===== config.mk =====
export PLATFORM = sky130hd
export DESIGN_NAME = sfcf_frontend
export DESIGN_NICKNAME = d
export VERILOG_FILES = /design/src/design/sfcf_pkg.sv /design/src/design/sfcf_sync.sv /design/src/design/sfcf_fifo.sv /design/src/design/sfcf_frontend.sv
export VERILOG_INCLUDE_DIRS = /design/src /design/src/design
export SDC_FILE = /design/constraint.sdc
export NUM_CORES = 1
export LEC_CHECK = 0
export ABC_AREA = 1
export ABC_CLOCK_PERIOD_IN_PS = 2900
export BUFFER_PORTS_ARGS = -buffer_cell sky130_fd_sc_hd__buf_2
export CORE_MARGIN = 2
export CORE_UTILIZATION = 54
export CTS_CLUSTER_SIZE = 8
export DETAILED_ROUTE_END_ITERATION = 8
export HOLD_SLACK_MARGIN = 0.1
export PLACE_DENSITY = 0.79
export SYNTH_ARGS = -nofsm -noshare
export SYNTH_HDL_FRONTEND = slang
export SYNTH_SLANG_ARGS = --single-unit

===== constraint.sdc =====
create_clock -name i_ref_clk -period 2.9 [get_ports i_ref_clk]
set_input_delay 0.435 -clock i_ref_clk [delete_from_list [all_inputs] [get_ports i_ref_clk]]
set_output_delay 0.435 -clock i_ref_clk [all_outputs]
set_load 0.01 [all_outputs]

===== src/design/sfcf_defs.svh =====
`ifndef SFCF_DEFS_SVH
`define SFCF_DEFS_SVH

// ==========================================================
// opcodes: array reads
`define SFCF_OP_READ_SLOW   8'h03
`define SFCF_OP_READ_FAST   8'h0B
`define SFCF_OP_READ_DUAL   8'h3B

// ==========================================================
// opcodes: framed with three address bytes
`define SFCF_OP_PAGE_PROG   8'h02
`define SFCF_OP_DUAL_PROG   8'hA2
`define SFCF_OP_PAGE_ERASE  8'h81
`define SFCF_OP_ERASE_4K    8'h20
`define SFCF_OP_ERASE_32K   8'h52
`define SFCF_OP_ERASE_64K   8'hD8
`define SFCF_OP_PROTECT     8'h36
`define SFCF_OP_UNPROTECT   8'h39
`define SFCF_OP_OTP_PROG    8'h9B

// ==========================================================
// opcodes: opcode only, optional data bytes in
`define SFCF_OP_WR_EN       8'h06
`define SFCF_OP_WR_DIS      8'h04
`define SFCF_OP_CHIP_ERA_A  8'h60
`define SFCF_OP_CHIP_ERA_B  8'hC7
`define SFCF_OP_STAT_RD     8'h05
`define SFCF_OP_STAT_WR1    8'h01
`define SFCF_OP_STAT_WR2    8'h31
`define SFCF_OP_SOFT_RST    8'hF0
`define SFCF_OP_ID_RD       8'h9F
`define SFCF_OP_PWR_DOWN    8'hB9
`define SFCF_OP_PWR_RESUME  8'hAB
`define SFCF_OP_PWR_ULTRA   8'h79

// ==========================================================
// addressing
`define SFCF_AW             19
`define SFCF_ADDR_MAX       19'h7FFFF
`define SFCF_ADDR_ZERO      19'h00000
`define SFCF_ADDR_ONE       19'h00001
`define SFCF_PAGE_LSB       8
`define SFCF_BLOCK_LSB      12
`define SFCF_ADDR_LAST_BYTE 2'h2

// ==========================================================
// bit framing
`define SFCF_BIT_LAST       3'h7
`define SFCF_PAIR_LAST      3'h3
`define SFCF_BIT_ZERO       3'h0
`define SFCF_BYTE_FILL      8'hFF
`define SFCF_SYNC_RST       3'h4

`endif


===== src/design/sfcf_pkg.sv =====
package sfcf_pkg;

    // gray coded along idle, opcode, address, dummy, data out
    typedef enum logic [2:0] {
        ST_IDLE   = 3'h0,
        ST_OPC    = 3'h1,
        ST_ADDR   = 3'h3,
        ST_DUMMY  = 3'h2,
        ST_DOUT   = 3'h6,
        ST_DIN    = 3'h7,
        ST_IGNORE = 3'h5
    } sfcf_state_e;

endpackage


===== src/design/sfcf_sync.sv =====
`timescale 1ns/1ps
`default_nettype none

module sfcf_sync #(
    parameter int               WIDTH   = 1,
    parameter logic [WIDTH-1:0] RST_VAL = '0
) (
    // clock and reset
    input  wire logic             i_ref_clk,
    input  wire logic             i_resetn,
    // levels
    input  wire logic [WIDTH-1:0] i_async,
    output logic      [WIDTH-1:0] o_sync
);

    logic [WIDTH-1:0] meta_reg;

    always_ff @(posedge i_ref_clk or negedge i_resetn) begin
        if (!i_resetn) begin
            meta_reg <= RST_VAL;
            o_sync   <= RST_VAL;
        end else begin
            meta_reg <= i_async;
            o_sync   <= meta_reg;
        end
    end

endmodule // sfcf_sync

`default_nettype wire


===== src/design/sfcf_fifo.sv =====
`timescale 1ns/1ps
`default_nettype none

module sfcf_fifo #(
    parameter int WIDTH = 8,
    parameter int DEPTH = 16
) (
    // clock and reset
    input  wire logic             i_ref_clk,
    input  wire logic             i_resetn,
    input  wire logic             i_flush,
    // fill side
    input  wire logic [WIDTH-1:0] i_in_data,
    input  wire logic             i_in_valid,
    output logic                  o_in_ready,
    // drain side
    output logic      [WIDTH-1:0] o_out_data,
    output logic                  o_out_valid,
    input  wire logic             i_out_ready
);

    localparam int AW = $clog2(DEPTH);

    logic [WIDTH-1:0] mem [DEPTH];
    logic [AW-1:0]    wr_ptr_reg;
    logic [AW-1:0]    rd_ptr_reg;
    logic [AW:0]      count_reg;
    wire              push = i_in_valid & o_in_ready;
    wire              pop  = o_out_valid & i_out_ready;

    assign o_in_ready  = (count_reg != (AW+1)'(DEPTH)) & ~i_flush;
    assign o_out_valid = (count_reg != '0) & ~i_flush;
    assign o_out_data  = mem[rd_ptr_reg];

    always_ff @(posedge i_ref_clk) begin
        if (push) begin
            mem[wr_ptr_reg] <= i_in_data;
        end
    end

    always_ff @(posedge i_ref_clk or negedge i_resetn) begin
        if (!i_resetn) begin
            wr_ptr_reg <= '0;
            rd_ptr_reg <= '0;
            count_reg  <= '0;
        end else if (i_flush) begin
            wr_ptr_reg <= '0;
            rd_ptr_reg <= '0;
            count_reg  <= '0;
        end else begin
            wr_ptr_reg <= push ? AW'((wr_ptr_reg + 1'b1) % DEPTH) : wr_ptr_reg;
            rd_ptr_reg <= pop ? AW'((rd_ptr_reg + 1'b1) % DEPTH) : rd_ptr_reg;
            count_reg  <= count_reg + (AW+1)'(push) - (AW+1)'(pop);
        end
    end

endmodule // sfcf_fifo

`default_nettype wire


===== src/design/sfcf_frontend.sv =====
// What this block does
// - work in serial modes 0 and 3; idle clock level does not matter
// - sample input on rising clock edge, launch output on falling edge
// - dual read drives two bits per clock, input pin becomes an output
// - all opcode, address and data bytes move most significant bit first
// - chip select release ends the operation
// - unsupported opcode starts nothing and changes no internal state
// - after unsupported opcode, ignore input until chip select toggles
// - release before opcode and address complete does nothing, back to idle
// - address is three bytes, bits 23 to 0, high byte first
// - address bits 23 to 19 ignored, array ends at 07FFFFh
// - 4 KB blocks and 256-byte pages sit at aligned address ranges
// - second page at 000100h, second block at 001000h
// - fast read 0Bh takes one dummy byte, slow read 03h none
// - continuous read wraps from 07FFFFh to 000000h without delay
// - chip select release stops output at once and floats the pin
`include "sfcf_defs.svh"
`timescale 1ns/1ps
`default_nettype none

module sfcf_frontend
    import sfcf_pkg::*;
#(
    parameter int FIFO_DEPTH = 16
) (
    // clock and reset
    input  wire logic                   i_ref_clk,
    input  wire logic                   i_resetn,
    // serial link
    input  wire logic                   i_cs_n,
    input  wire logic                   i_sck,
    input  wire logic                   i_si,
    output logic                        o_si,
    output logic                        o_si_oe,
    output logic                        o_so,
    output logic                        o_so_oe,
    // array read stream
    input  wire logic [7:0]             i_fill_data,
    input  wire logic                   i_fill_valid,
    output logic                        o_fill_ready,
    output logic                        o_rd_start,
    output logic                        o_rd_busy,
    output logic [`SFCF_AW-1:0]         o_rd_addr,
    output logic [`SFCF_AW-`SFCF_PAGE_LSB-1:0]  o_rd_page,
    output logic [`SFCF_AW-`SFCF_BLOCK_LSB-1:0] o_rd_block,
    output logic                        o_underrun,
    // framed commands and write data
    output logic                        o_cmd_valid,
    output logic [7:0]                  o_cmd_opcode,
    output logic [`SFCF_AW-1:0]         o_cmd_addr,
    output logic                        o_cmd_has_addr,
    output logic                        o_wr_valid,
    output logic [7:0]                  o_wr_data
);

    // ==========================================================
    // pin synchronisers and edge detection
    logic [2:0]  pins_s;
    logic        sck_d_reg;
    wire         cs_n_s   = pins_s[2];
    wire         sck_s    = pins_s[1];
    wire         si_s     = pins_s[0];
    // the link clock is slow against ours, so sampled edges suffice
    wire         sck_rise = sck_s & ~sck_d_reg;
    wire         sck_fall = ~sck_s & sck_d_reg;

    sfcf_sync #(
        .WIDTH   (3),
        .RST_VAL (`SFCF_SYNC_RST)
    ) u_sync (
        .i_ref_clk (i_ref_clk),
        .i_resetn  (i_resetn),
        .i_async   ({i_cs_n, i_sck, i_si}),
        .o_sync    (pins_s)
    );

    // mode 0 and mode 3 need no distinction: only edges are used
    always_ff @(posedge i_ref_clk or negedge i_resetn) begin
        if (!i_resetn) begin
            sck_d_reg <= 1'b0;
        end else begin
            sck_d_reg <= sck_s;
        end
    end

    // ==========================================================
    // state and input shifting
    sfcf_state_e        state_reg;
    sfcf_state_e        state_next;
    logic [2:0]         bit_cnt_reg;
    logic [1:0]         byte_cnt_reg;
    logic [7:0]         in_sh_reg;
    logic [7:0]         opc_reg;
    logic               dual_reg;
    logic [15:0]        addr_reg;

    wire  [7:0]  in_byte   = {in_sh_reg[6:0], si_s};
    wire         byte_done = sck_rise & ~cs_n_s & (bit_cnt_reg == `SFCF_BIT_LAST);
    wire         in_opc    = (state_reg == ST_OPC);
    wire  [7:0]  dec_op    = in_opc ? in_byte : opc_reg;

    // ==========================================================
    // opcode decode
    wire op_read  = (dec_op == `SFCF_OP_READ_SLOW) | (dec_op == `SFCF_OP_READ_FAST)
                  | (dec_op == `SFCF_OP_READ_DUAL);
    wire op_dummy = (dec_op == `SFCF_OP_READ_FAST) | (dec_op == `SFCF_OP_READ_DUAL);
    wire op_addr  = op_read
                  | (dec_op == `SFCF_OP_PAGE_PROG)  | (dec_op == `SFCF_OP_DUAL_PROG)
                  | (dec_op == `SFCF_OP_PAGE_ERASE) | (dec_op == `SFCF_OP_ERASE_4K)
                  | (dec_op == `SFCF_OP_ERASE_32K)  | (dec_op == `SFCF_OP_ERASE_64K)
                  | (dec_op == `SFCF_OP_PROTECT)    | (dec_op == `SFCF_OP_UNPROTECT)
                  | (dec_op == `SFCF_OP_OTP_PROG);
    wire op_plain = (dec_op == `SFCF_OP_WR_EN)      | (dec_op == `SFCF_OP_WR_DIS)
                  | (dec_op == `SFCF_OP_CHIP_ERA_A) | (dec_op == `SFCF_OP_CHIP_ERA_B)
                  | (dec_op == `SFCF_OP_STAT_RD)    | (dec_op == `SFCF_OP_STAT_WR1)
                  | (dec_op == `SFCF_OP_STAT_WR2)   | (dec_op == `SFCF_OP_SOFT_RST)
                  | (dec_op == `SFCF_OP_ID_RD)      | (dec_op == `SFCF_OP_PWR_DOWN)
                  | (dec_op == `SFCF_OP_PWR_RESUME) | (dec_op == `SFCF_OP_PWR_ULTRA);
    wire op_ok    = op_addr | op_plain;

    wire opc_done  = byte_done & in_opc;
    wire addr_done = byte_done & (state_reg == ST_ADDR) & (byte_cnt_reg == `SFCF_ADDR_LAST_BYTE);
    // upper five address bits fall away here
    wire [`SFCF_AW-1:0] full_addr = `SFCF_AW'({addr_reg[15:0], in_byte});
    wire cmd_fire  = (opc_done & op_plain) | (addr_done & ~op_read);
    wire read_fire = addr_done & op_read;

    always_comb begin
        state_next = state_reg;
        if (cs_n_s) begin
            state_next = ST_IDLE;
        end else begin
            case (state_reg)
                ST_IDLE: begin
                    state_next = ST_OPC;
                end
                ST_OPC: begin
                    if (opc_done) begin
                        if (!op_ok) begin
                            state_next = ST_IGNORE;
                        end else if (op_addr) begin
                            state_next = ST_ADDR;
                        end else begin
                            state_next = ST_DIN;
                        end
                    end
                end
                ST_ADDR: begin
                    if (addr_done) begin
                        if (op_dummy) begin
                            state_next = ST_DUMMY;
                        end else if (op_read) begin
                            state_next = ST_DOUT;
                        end else begin
                            state_next = ST_DIN;
                        end
                    end
                end
                ST_DUMMY: begin
                    if (byte_done) begin
                        state_next = ST_DOUT;
                    end
                end
                default: begin
                    state_next = state_reg;
                end
            endcase
        end
    end

    always_ff @(posedge i_ref_clk or negedge i_resetn) begin
        if (!i_resetn) begin
            state_reg    <= ST_IDLE;
            bit_cnt_reg  <= `SFCF_BIT_ZERO;
            byte_cnt_reg <= 2'h0;
            in_sh_reg    <= 8'h00;
        end else begin
            state_reg    <= state_next;
            bit_cnt_reg  <= cs_n_s ? `SFCF_BIT_ZERO : bit_cnt_reg + 3'(sck_rise);
            byte_cnt_reg <= cs_n_s ? 2'h0 : byte_cnt_reg + 2'(byte_done & (state_reg == ST_ADDR));
            in_sh_reg    <= sck_rise ? in_byte : in_sh_reg;
        end
    end

    // opcode and address held only for supported commands
    always_ff @(posedge i_ref_clk or negedge i_resetn) begin
        if (!i_resetn) begin
            opc_reg  <= 8'h00;
            dual_reg <= 1'b0;
            addr_reg <= 16'h0000;
        end else begin
            if (opc_done & op_ok) begin
                opc_reg  <= in_byte;
                dual_reg <= (in_byte == `SFCF_OP_READ_DUAL);
            end
            if (byte_done & (state_reg == ST_ADDR)) begin
                addr_reg <= {addr_reg[7:0], in_byte};
            end
        end
    end

    // ==========================================================
    // command and write-data outputs
    always_ff @(posedge i_ref_clk or negedge i_resetn) begin
        if (!i_resetn) begin
            o_cmd_valid    <= 1'b0;
            o_cmd_opcode   <= 8'h00;
            o_cmd_addr     <= `SFCF_ADDR_ZERO;
            o_cmd_has_addr <= 1'b0;
            o_wr_valid     <= 1'b0;
            o_wr_data      <= 8'h00;
        end else begin
            o_cmd_valid <= cmd_fire;
            if (cmd_fire) begin
                o_cmd_opcode   <= dec_op;
                o_cmd_addr     <= addr_done ? full_addr : `SFCF_ADDR_ZERO;
                o_cmd_has_addr <= addr_done;
            end
            o_wr_valid <= byte_done & (state_reg == ST_DIN);
            o_wr_data  <= (byte_done & (state_reg == ST_DIN)) ? in_byte : o_wr_data;
        end
    end

    // ==========================================================
    // read stream buffer, refilled by the array side
    logic [7:0] fifo_data;
    logic       fifo_valid;
    logic [2:0] obit_reg;
    logic [7:0] out_sh_reg;
    logic       oe_reg;
    logic       si_oe_reg;

    wire        out_fall = sck_fall & (state_reg == ST_DOUT) & ~cs_n_s;
    wire        out_load = out_fall & (obit_reg == `SFCF_BIT_ZERO);
    // an empty buffer sends filler rather than stalling the host clock
    wire  [7:0] load_byte = fifo_valid ? fifo_data : `SFCF_BYTE_FILL;
    wire  [7:0] out_src   = out_load ? load_byte : out_sh_reg;
    wire  [7:0] out_shift = dual_reg ? {out_src[5:0], 2'h0} : {out_src[6:0], 1'h0};
    wire  [2:0] obit_next = out_load ? (dual_reg ? `SFCF_PAIR_LAST : `SFCF_BIT_LAST) : obit_reg - 3'h1;
    wire [`SFCF_AW-1:0] addr_inc = (o_rd_addr == `SFCF_ADDR_MAX) ? `SFCF_ADDR_ZERO
                                 : o_rd_addr + `SFCF_ADDR_ONE;

    sfcf_fifo #(
        .WIDTH (8),
        .DEPTH (FIFO_DEPTH)
    ) u_fifo (
        .i_ref_clk   (i_ref_clk),
        .i_resetn    (i_resetn),
        .i_flush     (cs_n_s),
        .i_in_data   (i_fill_data),
        .i_in_valid  (i_fill_valid),
        .o_in_ready  (o_fill_ready),
        .o_out_data  (fifo_data),
        .o_out_valid (fifo_valid),
        .i_out_ready (out_load)
    );

    always_ff @(posedge i_ref_clk or negedge i_resetn) begin
        if (!i_resetn) begin
            o_rd_start <= 1'b0;
            o_rd_busy  <= 1'b0;
            o_rd_addr  <= `SFCF_ADDR_ZERO;
            o_underrun <= 1'b0;
        end else begin
            o_rd_start <= read_fire;
            o_rd_busy  <= ~cs_n_s & (o_rd_busy | read_fire);
            o_underrun <= out_load & ~fifo_valid;
            if (read_fire) begin
                o_rd_addr <= full_addr;
            end else if (out_load) begin
                o_rd_addr <= addr_inc;
            end
        end
    end

    always_ff @(posedge i_ref_clk or negedge i_resetn) begin
        if (!i_resetn) begin
            obit_reg   <= `SFCF_BIT_ZERO;
            out_sh_reg <= 8'h00;
            o_so       <= 1'b0;
            o_si       <= 1'b0;
            oe_reg     <= 1'b0;
            si_oe_reg  <= 1'b0;
        end else if (cs_n_s) begin
            obit_reg  <= `SFCF_BIT_ZERO;
            oe_reg    <= 1'b0;
            si_oe_reg <= 1'b0;
        end else if (out_fall) begin
            o_so       <= out_src[7];
            o_si       <= out_src[6];
            out_sh_reg <= out_shift;
            obit_reg   <= obit_next;
            oe_reg     <= 1'b1;
            si_oe_reg  <= dual_reg;
        end
    end

    assign o_so_oe    = oe_reg;
    assign o_si_oe    = si_oe_reg;
    // page and block indices of the byte fetched next
    assign o_rd_page  = o_rd_addr[`SFCF_AW-1:`SFCF_PAGE_LSB];
    assign o_rd_block = o_rd_addr[`SFCF_AW-1:`SFCF_BLOCK_LSB];
endmodule // sfcf_frontend

`default_nettype wire


==> results of run 1 <==
worst reg2reg max path: stages (launching register included):
cell     delay (ps)
dfrtp_1         380
inv_2           120
nand2_1         120
nor4_4          200
nor2_1          130
nor2_2          110
nand2_1          80
nor2_2          110
ha_1            130
inv_1            40
ha_1            210
fa_1            410
nand2_1          80
a21oi_1          60
nor2_1          110
xor2_1          150
nor2_1           50
metrics by stage:
| stage | setup WS, ps | cell area, um^2 | instances | hold WS (ps) | util (%) |
|---|---|---|---|---|---|
| floorplan | 66.9 | 11700 | 1191 | 139 | - |
| global placement | 361 | 12300 | 1516 | 335 | 58.5 |
| detailed placement | 275 | 12300 | 1516 | 335 | 58.5 |
| CTS | 278 | 13500 | 1586 | 279 | 63.9 |
| global route | 41.9 | 13500 | 1586 | 300 | 63.9 |
| finish | 303 | 13500 | 1586 | 295 | 63.9 |
worst paths after layout:
path | slack [ps] | to | depth (start not counted)
max in group asynchronous | 1760 | u_sync.meta_reg[2]$_DFF_PN1_ | 3
worst max-delay path | 300 | u_fifo.count_reg[4]$_DFF_PN0_ | 16
worst min register to register | 350 | u_sync.o_sync[0]$_DFF_PN0_ | 0
min in group asynchronous | 390 | o_rd_addr[13]$_DFFE_PN0P_ | 2
worst min-delay path | 290 | u_fifo.mem[1][1]$_DFFE_PP_ | 1
worst max register to register | 300 | u_fifo.count_reg[4]$_DFF_PN0_ | 16
power by group through the flow:
| stage | clock (mW) | combinational, mW | sequential, mW |
|---|---|---|---|
| floorplan | 0 | 1.35 | 4.20 |
| CTS | 4.08 | 1.90 | 4.15 |
| global placement | 0 | 1.85 | 4.20 |
| global route | 4.24 | 2.13 | 4.16 |
| finish | 4.05 | 1.91 | 4.15 |
| detailed placement | 0 | 1.88 | 4.21 |
layout make-up:
| cell class | count | area (um^2) | share of cell area [%] |
|---|---|---|---|
| sequential | 257 | 7070 | 52.5 |
| multi-input combinational | 772 | 3870 | 28.7 |
| clock buffer | 62 | 1040 | 7.73 |
| timing repair buffer | 120 | 723 | 5.37 |
| inverter | 96 | 360 | 2.67 |
| tap | 275 | 344 | 2.55 |
| clock inverter | 4 | 65.1 | 0.483 |
layer usage:
layer	part of all wire (%)	wire, um	global-route usage (%)	up-vias
li1	-	-	-	4252
met1	40	11100	31.8	4354
met2	49	13600	41.5	421
met3	7.9	2190	3.95	61
met4	2.4	661	8.69	0
met5	0	0	0	-
kinds of logic after synthesis:
family | after synthesis | share of synthesized area (%)
adders and majority gates | 18 | 2.00
buffers and inverters | 162 | 6.21
xor gates and xnor gates | 14 | 1.05
AOI/OAI and AO/OA | 198 | 10.2
DFF | 257 | 60.7
and+or+nand+nor | 542 | 19.9
what timing repair did:
| action | CTS | global route |
|---|---|---|
| endpoints found under the setup margin | 0 | 1 |
| endpoints found under the hold margin | 30 | 0 |
| hold buffers | 4 | 0 |
| gates resized for setup | 0 | 1 |
cell usage after synthesis:
master / n
nand2_1: 255
nor2_1: 140
edfxtp_1: 128
dfrtp_1: 127
o21ai_0: 116
nand3_1: 100
inv_1: 88
clkbuf_1: 31
o221ai_1: 28
buf_4: 23
o211ai_1: 22
ha_1: 17
o22ai_1: 14
nand4_1: 11
xor2_1: 10
nand2_2: 9
inv_2: 7
nor3_1: 7
a21oi_1: 6
buf_2: 6
nor2_2: 5
o21ai_1: 5
or2_2: 5
xnor2_1: 4
a31oi_1: 3
buf_1: 3
buf_6: 3
nand2_4: 3
dfstp_2: 2
nor2_4: 2
a211oi_1: 1
clkinv_1: 1
fa_1: 1
nand3_2: 1
nand3_4: 1
nand3b_1: 1
nor4_1: 1
nor4_4: 1
o2111ai_1: 1
o21ai_2: 1
o31ai_1: 1
==> flow_summary.yaml, run 1 <==
worst_hold_path:
  hold_path.class: "in -> reg"
  min_from: "i_fill_data[1]"
critical_path:
  cp_top_family: "simple AND/OR/NAND/NOR gates"
  arrival_ps: 3000
  endpoint_kind: "register"
  critPathKind: "reg -> reg"
  critPathMaxFanout: 6
  cp_cell_sequence: "inv_2, nand2_1, nor4_4, nor2_1, nor2_2, nand2_1, nor2_2, ha_1, inv_1, ha_1, fa_1, nand2_1, a21oi_1, nor2_1, xor2_1, nor2_1"
  cp.buffers_inverters: 2
  timing.rr.start: "state_reg[0]$_DFFE_PN0P_"
  cp-startpoint: "state_reg[0]$_DFFE_PN0P_"
  cpMaxStageDelayCell: "fa_1"
  worstPathRequired_ps: 3310
  crit_path_start_kind: "register"
  max_stage_delay_ps: 410
layout:
  largest_register_ffs: 128
  fin_nets: 1317
  antenna_cells: 0
  nFillCells: 1644
  top_register: "u_fifo.mem"
  reg_top3: "u_fifo.mem: 128 flops, o_cmd_addr: 19 flops, o_rd_addr: 19 flops"
  layout_common_cells: "nand2_1, nor2_1, edfxtp_1"
  final_common_cell: "nand2_1"
  syn_to_final_growth_pct: 15.5
  drive_above_1_share_pct: 15.0
floorplan:
  core-area_mm2: 0.0211
  die_h_um: 151
  io_pins: 97
  initial_utilization_pct: 55.3
  dieArea_mm2: 0.0228
  rows: 53
  fp.dieW_um: 151
clock_network:
  clock_sinks: 257
  cts_tree: "yes"
  cts_setup_buffers: 0
  clk_pin_slew_ps: 50
  clk_latency_ps: 530
  tritoncts.num_buffers: 38
  clock-root-buffer: "clkbuf_16"
  cts_max_level: 2
  clock_path_buffers: 3
route:
  wl_per_cell_um: 17.4
  drt.antenna.violating_nets: 0
  drc: 0
  routed_via_density: 5.73
  vias: 9088
  drt-total-wl_um: 27600
  dr.pass1.iters: 5
  drt_iter0_drc: 786
sta:
  finClkSkew_ps: 17.6
  slew_headroom_pct: 42.3
  rsz0062_at_grt: "false"
  post-route-period-util_pct: 89.6
  worst_pin_slew_ps: 862
  max_freq_mhz: 385
  fin_crit_ps: 2600
  finalSetupTns_ps: 0
  setup_viol: 0
  maxSlewViolCount: 0
  finalHoldViolCount: 0
logic_synthesis:
  synth.area.top_cells: "edfxtp_1, dfrtp_1, nand2_1, o21ai_0, nor2_1"
  syn_avg_cell_area_um2: 9.79
  synthCells: 1191
  netlist_area_mm2: 0.0117
  synth.net_count: 1223
  synth-seq-cells: 257
  synth_cell_types: 41
  synth_top_cell_by_area: "edfxtp_1"
  yosys_warnings: 0
  synth_top_area_share_pct: 33.0
  yosysSeqAreaShare_pct: 60.7
run_status:
  status: "finished clean"
placement:
  io_buffers: 96
  dp_hpwl_um: 18200
  globalplace.congestion: 0.909
power_and_ir_drop:
  internal_power_mw: 7.06
  switching_share_pct: 30.2
  p_per_area_mw_per_mm2: 750
  power_frac_comb_pct: 18.9
  ir_drop_mv: 0.656
  power.total_mw: 10.1
  clkPwrFrac_pct: 40.0
  switchingPower_mw: 3.05
  seq_power_share_pct: 41.0
  power_leakage_nw: 5.99
grt:
  globalRouteTotalUtil_pct: 24.4
  grt_pass1_wl_um: 43700
  overflow: 0
  antenna_found_initial: 0
  grt_max_degree: 72
  grt_pass1_vias: 8601
job:
  maxCapViolCount: 0
Power figures use the tool's default switching activity.
==> inputs of run 2 (changes only) <==
Settings changed: MAX_ROUTING_LAYER set to met4.
==> run 2 against run 1 <==
Core utilization is essentially flat. Sequential power is essentially flat. Flip-flop and latch count is the same. Worst setup slack lost 58 ps. Total power shrank 0.62%. Routed wire length grew 0.59%. Combinational power is essentially flat. Critical endpoint is now o_rd_addr[4]$_DFFE_PN0P_. Largest cell class unchanged. Largest power group unchanged.
==> flow_summary.yaml, run 2 (synthesis gave the netlist of run 1 again) <==
job:
  maxCapViolCount: 0
floorplan:
  core-area_mm2: 0.0211
  rows: 53
  fp.dieW_um: 151
  initial_utilization_pct: 55.3
  dieArea_mm2: 0.0228
  io_pins: 97
  die_h_um: 151
critical_path:
  reg2reg_slack_ps: 240
  reg2reg_to: "o_rd_addr[4]$_DFFE_PN0P_"
  worstPathRequired_ps: 3270
  endpoint: "o_rd_addr[4]$_DFFE_PN0P_"
  arrival_ps: 3020
  critPathMaxFanout: 17
  critPathKind: "reg -> reg"
  reg2regPathDepth: 14
  cp-startpoint: "state_reg[2]$_DFFE_PN0P_"
  endpoint_kind: "register"
  crit_path_start_kind: "register"
  timing.rr.start: "state_reg[2]$_DFFE_PN0P_"
clock_network:
  cts_tree: "yes"
  clock_path_buffers: 3
  clock-root-buffer: "clkbuf_16"
  clk_latency_ps: 530
  clk_pin_slew_ps: 50
  clock_sinks: 257
  tritoncts.num_buffers: 38
  cts_max_level: 2
  cts_setup_buffers: 0
sta:
  worst_pin_slew_ps: 917
  slew_headroom_pct: 38.6
  holdWs_ps: 292
  setup_ws_ps: 244
  fin_crit_ps: 2660
  setup_viol: 0
  finalSetupTns_ps: 0
  finalHoldViolCount: 0
  max_freq_mhz: 377
  finClkSkew_ps: 19.9
  maxSlewViolCount: 0
  post-route-period-util_pct: 91.6
  rsz0062_at_grt: "false"
layout:
  largest_register_ffs: 128
  final_core_util_pct: 63.9
  antenna_cells: 0
  design_area_mm2: 0.0135
  reg_top3: "u_fifo.mem: 128 flops, o_cmd_addr: 19 flops, o_rd_addr: 19 flops"
  nFillCells: 1667
  syn_to_final_growth_pct: 15.5
  fin_nets: 1320
  layout_common_cells: "nand2_1, nor2_1, edfxtp_1"
  top_register: "u_fifo.mem"
  final_common_cell: "nand2_1"
  drive_above_1_share_pct: 15.2
  stdcell_count: 1582
route:
  drc: 0
  drt-total-wl_um: 27800
  vias: 9049
  drt_iter0_drc: 707
  dr.pass1.iters: 5
  routed_via_density: 5.72
  wl_per_cell_um: 17.6
  drt.antenna.violating_nets: 0
grt:
  overflow: 0
  grt_pass1_vias: 8820
  antenna_found_initial: 0
  grt_pass1_wl_um: 44500
  globalRouteTotalUtil_pct: 25.7
  grt_max_degree: 67
placement:
  place_area_mm2: 0.0123
  preCtsSetupSlack_ps: 259
  globalplace.congestion: 0.886
  dp_hpwl_um: 18300
  dpl.cell_count: 1519
  io_buffers: 96
worst_hold_path:
  hold_path.class: "in -> reg"
power_and_ir_drop:
  ir_drop_mv: 0.572
  power_leakage_nw: 6.00
  power.total_mw: 10.0
  p_per_area_mw_per_mm2: 746
run_status:
  status: "finished clean"
run 2: timing repair:
item                                   in CTS  in global routing
endpoints found under the hold margin      39                  0
hold buffers                                4                  0
setup endpoints to repair                   0                  1
gates resized for setup                     0                  1
run 2: worst min-delay path by stage:
| stage | end | from | depth (start not counted) | slack [ps] |
|---|---|---|---|---|
| 2_1_floorplan | addr_reg[0]$_DFFE_PN0P_ | i_resetn | 0 | 140 |
| 3_5_place_dp | u_sync.o_sync[0]$_DFF_PN0_ | u_sync.meta_reg[0]$_DFF_PN0_ | 0 | 350 |
| 5_1_grt | u_fifo.mem[14][5]$_DFFE_PP_ | i_fill_data[5] | 1 | 300 |
| 4_1_cts | u_fifo.mem[6][6]$_DFFE_PP_ | i_fill_data[6] | 1 | 280 |
| 6_report | u_fifo.mem[13][6]$_DFFE_PP_ | i_fill_data[6] | 1 | 290 |
| 3_3_place_gp | u_sync.o_sync[0]$_DFF_PN0_ | u_sync.meta_reg[0]$_DFF_PN0_ | 0 | 340 |
run 2: layout make-up:
type                            instances  area (um^2)  share of cell area, %
Sequential cell                       257         7070                   52.5
Multi-Input combinational cell        772         3870                   28.7
Tap cell                              275          344                   2.55
Clock inverter                          4         65.1                  0.483
Clock buffer                           55         1010                   7.53
Timing Repair Buffer                  123          746                   5.54
Inverter                               96          360                   2.67
run 2: report_power, final:
group          leakage (nW)  switching (mW)  internal, mW
Clock                 0.519            1.56          2.42
Sequential             2.90           0.135          4.01
Combinational          2.58            1.33         0.588
run 2: critical path: stages, from the launching register on:
cell      delay (ps)
dfrtp_1          390
inv_2            150
nand2_1           80
nor2_2           230
nand2_1          100
nand2_1          180
nand2_1           90
nor2_2           190
nand2_1           90
nand2_2          160
nand2_2          130
nand2_2          290
inv_2            170
nand2_1          110
o221ai_1         120
run 2: metal layers:
layer | GRT usage (%) | part of all wire (%) | vias to the layer above
li1 | - | - | 4231
met1 | 31.6 | 40 | 4349
met2 | 43.1 | 50 | 410
met3 | 3.80 | 6.8 | 59
met4 | 10.0 | 2.4 | 0
met5 | - | 0 | -
==> inputs of run 3 (changes only) <==
Settings changed: ABC_CLOCK_PERIOD_IN_PS 2900 to 2800, CORE_ASPECT_RATIO set to 1.4, CORE_UTILIZATION 54 to 60, PLACE_DENSITY 0.79 to 0.83.
Clock period 2.9 ns to 2.8 ns, I/O delays scaled along.
==> run 3 against run 2 <==
Global-route usage increased by 2.4 points. Worst setup slack got worse by 110 ps. Worst hold slack got worse by 24 ps. Routed wire length grew 0.15%. First-iteration DRC count increased by 29%. Non-clock buffer count rose by 8.
==> flow_summary.yaml, run 3 (synthesis gave the netlist of run 1 again) <==
run_status:
  status: "finished clean"
grt:
  antenna_found_initial: 0
  grt_pass1_vias: 9078
  globalRouteTotalUtil_pct: 28.0
  grt_pass1_wl_um: 44200
  overflow: 0
  grt_max_degree: 54
clock_network:
  clock_sinks: 257
  clk_pin_slew_ps: 50
  clock-root-buffer: "clkbuf_16"
  clock_path_buffers: 3
  tritoncts.num_buffers: 38
  cts_tree: "yes"
  cts_max_level: 2
  clk_latency_ps: 530
placement:
  dp_hpwl_um: 18500
  io_buffers: 96
  globalplace.congestion: 0.895
  preCtsSetupSlack_ps: 171
  place_area_mm2: 0.0124
critical_path:
  endpoint_kind: "register"
  critPathKind: "reg -> reg"
  critPathMaxFanout: 6
  arrival_ps: 3070
  worstPathRequired_ps: 3210
  crit_path_start_kind: "register"
floorplan:
  fp.dieW_um: 122
  initial_utilization_pct: 60.9
  io_pins: 97
  core-area_mm2: 0.0191
  dieArea_mm2: 0.0206
  die_h_um: 169
  rows: 60
sta:
  finClkSkew_ps: 14.5
  post-route-period-util_pct: 95.2
  slew_headroom_pct: 38.6
  setup_viol: 0
  worst_pin_slew_ps: 918
  setup_ws_ps: 135
  max_freq_mhz: 375
  fin_crit_ps: 2660
  finalHoldViolCount: 0
  maxSlewViolCount: 0
  holdWs_ps: 268
layout:
  design_area_mm2: 0.0136
  top_register: "u_fifo.mem"
  layout_common_cells: "nand2_1, nor2_1, edfxtp_1"
  final_core_util_pct: 70.9
  syn_to_final_growth_pct: 16.3
  largest_register_ffs: 128
  antenna_cells: 0
  reg_top3: "u_fifo.mem: 128 flops, o_cmd_addr: 19 flops, o_rd_addr: 19 flops"
  fin_nets: 1328
  nFillCells: 1351
  drive_above_1_share_pct: 16.1
  final_common_cell: "nand2_1"
power_and_ir_drop:
  power.total_mw: 10.6
  power_leakage_nw: 6.05
  p_per_area_mw_per_mm2: 779
  ir_drop_mv: 0.664
route:
  drt.antenna.violating_nets: 0
  routed_via_density: 5.88
  drt_iter0_drc: 913
  dr.pass1.iters: 5
  vias: 9218
  drc: 0
  wl_per_cell_um: 17.7
  drt-total-wl_um: 27800
job:
  maxCapViolCount: 0
worst_hold_path:
  hold_path.class: "in -> reg"
## run 3: changes by cell type in the layout (fill, tap and decap cells not counted), moves of 2 or more
cell / before / now
buf_4: 20 / 29
clkbuf_1: 17 / 23
clkinv_16: 0 / 3
inv_16: 2 / 0
nand2_1: 255 / 253
nor2_1: 140 / 138
## run 3: worst paths after layout
| kind | end | from | slack [ps] | cells past startpoint |
|---|---|---|---|---|
| worst max-delay path | u_fifo.count_reg[4]$_DFF_PN0_ | state_reg[0]$_DFFE_PN0P_ | 140 | 16 |
| max in group asynchronous | byte_cnt_reg[1]$_DFF_PN0_ | i_resetn | 1700 | 3 |
| min in group asynchronous | o_cmd_addr[15]$_DFFE_PN0P_ | i_resetn | 380 | 2 |
| worst max register to register | u_fifo.count_reg[4]$_DFF_PN0_ | state_reg[0]$_DFFE_PN0P_ | 140 | 16 |
| worst min-delay path | u_fifo.mem[4][1]$_DFFE_PP_ | i_fill_data[1] | 270 | 1 |
| worst min register to register | u_sync.o_sync[0]$_DFF_PN0_ | u_sync.meta_reg[0]$_DFF_PN0_ | 350 | 0 |
## run 3: worst max-delay path: stages, from the launching register on
cell	delay (ps)
dfrtp_1	390
inv_2	140
nand2_4	80
nor4_4	290
nor2_2	90
nor2_2	150
nand2_2	90
nor2_4	130
ha_1	120
inv_1	40
ha_2	190
fa_2	370
nand2_1	70
a21oi_1	60
nor2_1	100
xor2_1	170
nor2_1	60
## run 3: power breakdown
group / switching, mW / internal, mW / total [mW]
Combinational: 1.41 / 0.624 / 2.04
Sequential: 0.153 / 4.16 / 4.31
Clock: 1.66 / 2.56 / 4.22
Total: 3.22 / 7.34 / 10.6
## run 3: timing repair
item | CTS | global route
hold buffers | 4 | 0
setup buffers | 0 | 2
endpoints found under the setup margin | 0 | 1
resized for setup | 0 | 7
hold endpoints to repair | 34 | 0
## run 3: metrics by stage
step	cells	TNS (ps)
floorplan	1191	0
detailed placement	1498	0
global placement	1498	0
global route	1569	-72.8
CTS	1567	0
finish	1569	0
## run 3: layout make-up
| class | instances | area [um^2] | area share [%] |
|---|---|---|---|
| tap | 248 | 310 | 2.29 |
| sequential | 257 | 7080 | 52.2 |
| clock buffer | 61 | 1040 | 7.65 |
| multi-input combinational | 772 | 3890 | 28.7 |
| timing repair buffer | 131 | 793 | 5.85 |
| inverter | 96 | 360 | 2.66 |
| clock inverter | 4 | 98.8 | 0.729 |
## run 3: routing by layer
metal	track usage [%]	wire, um
met1	31.1	10300
met2	47.8	14400
met3	3.94	1630
met4	16.5	1520
met5	-	0
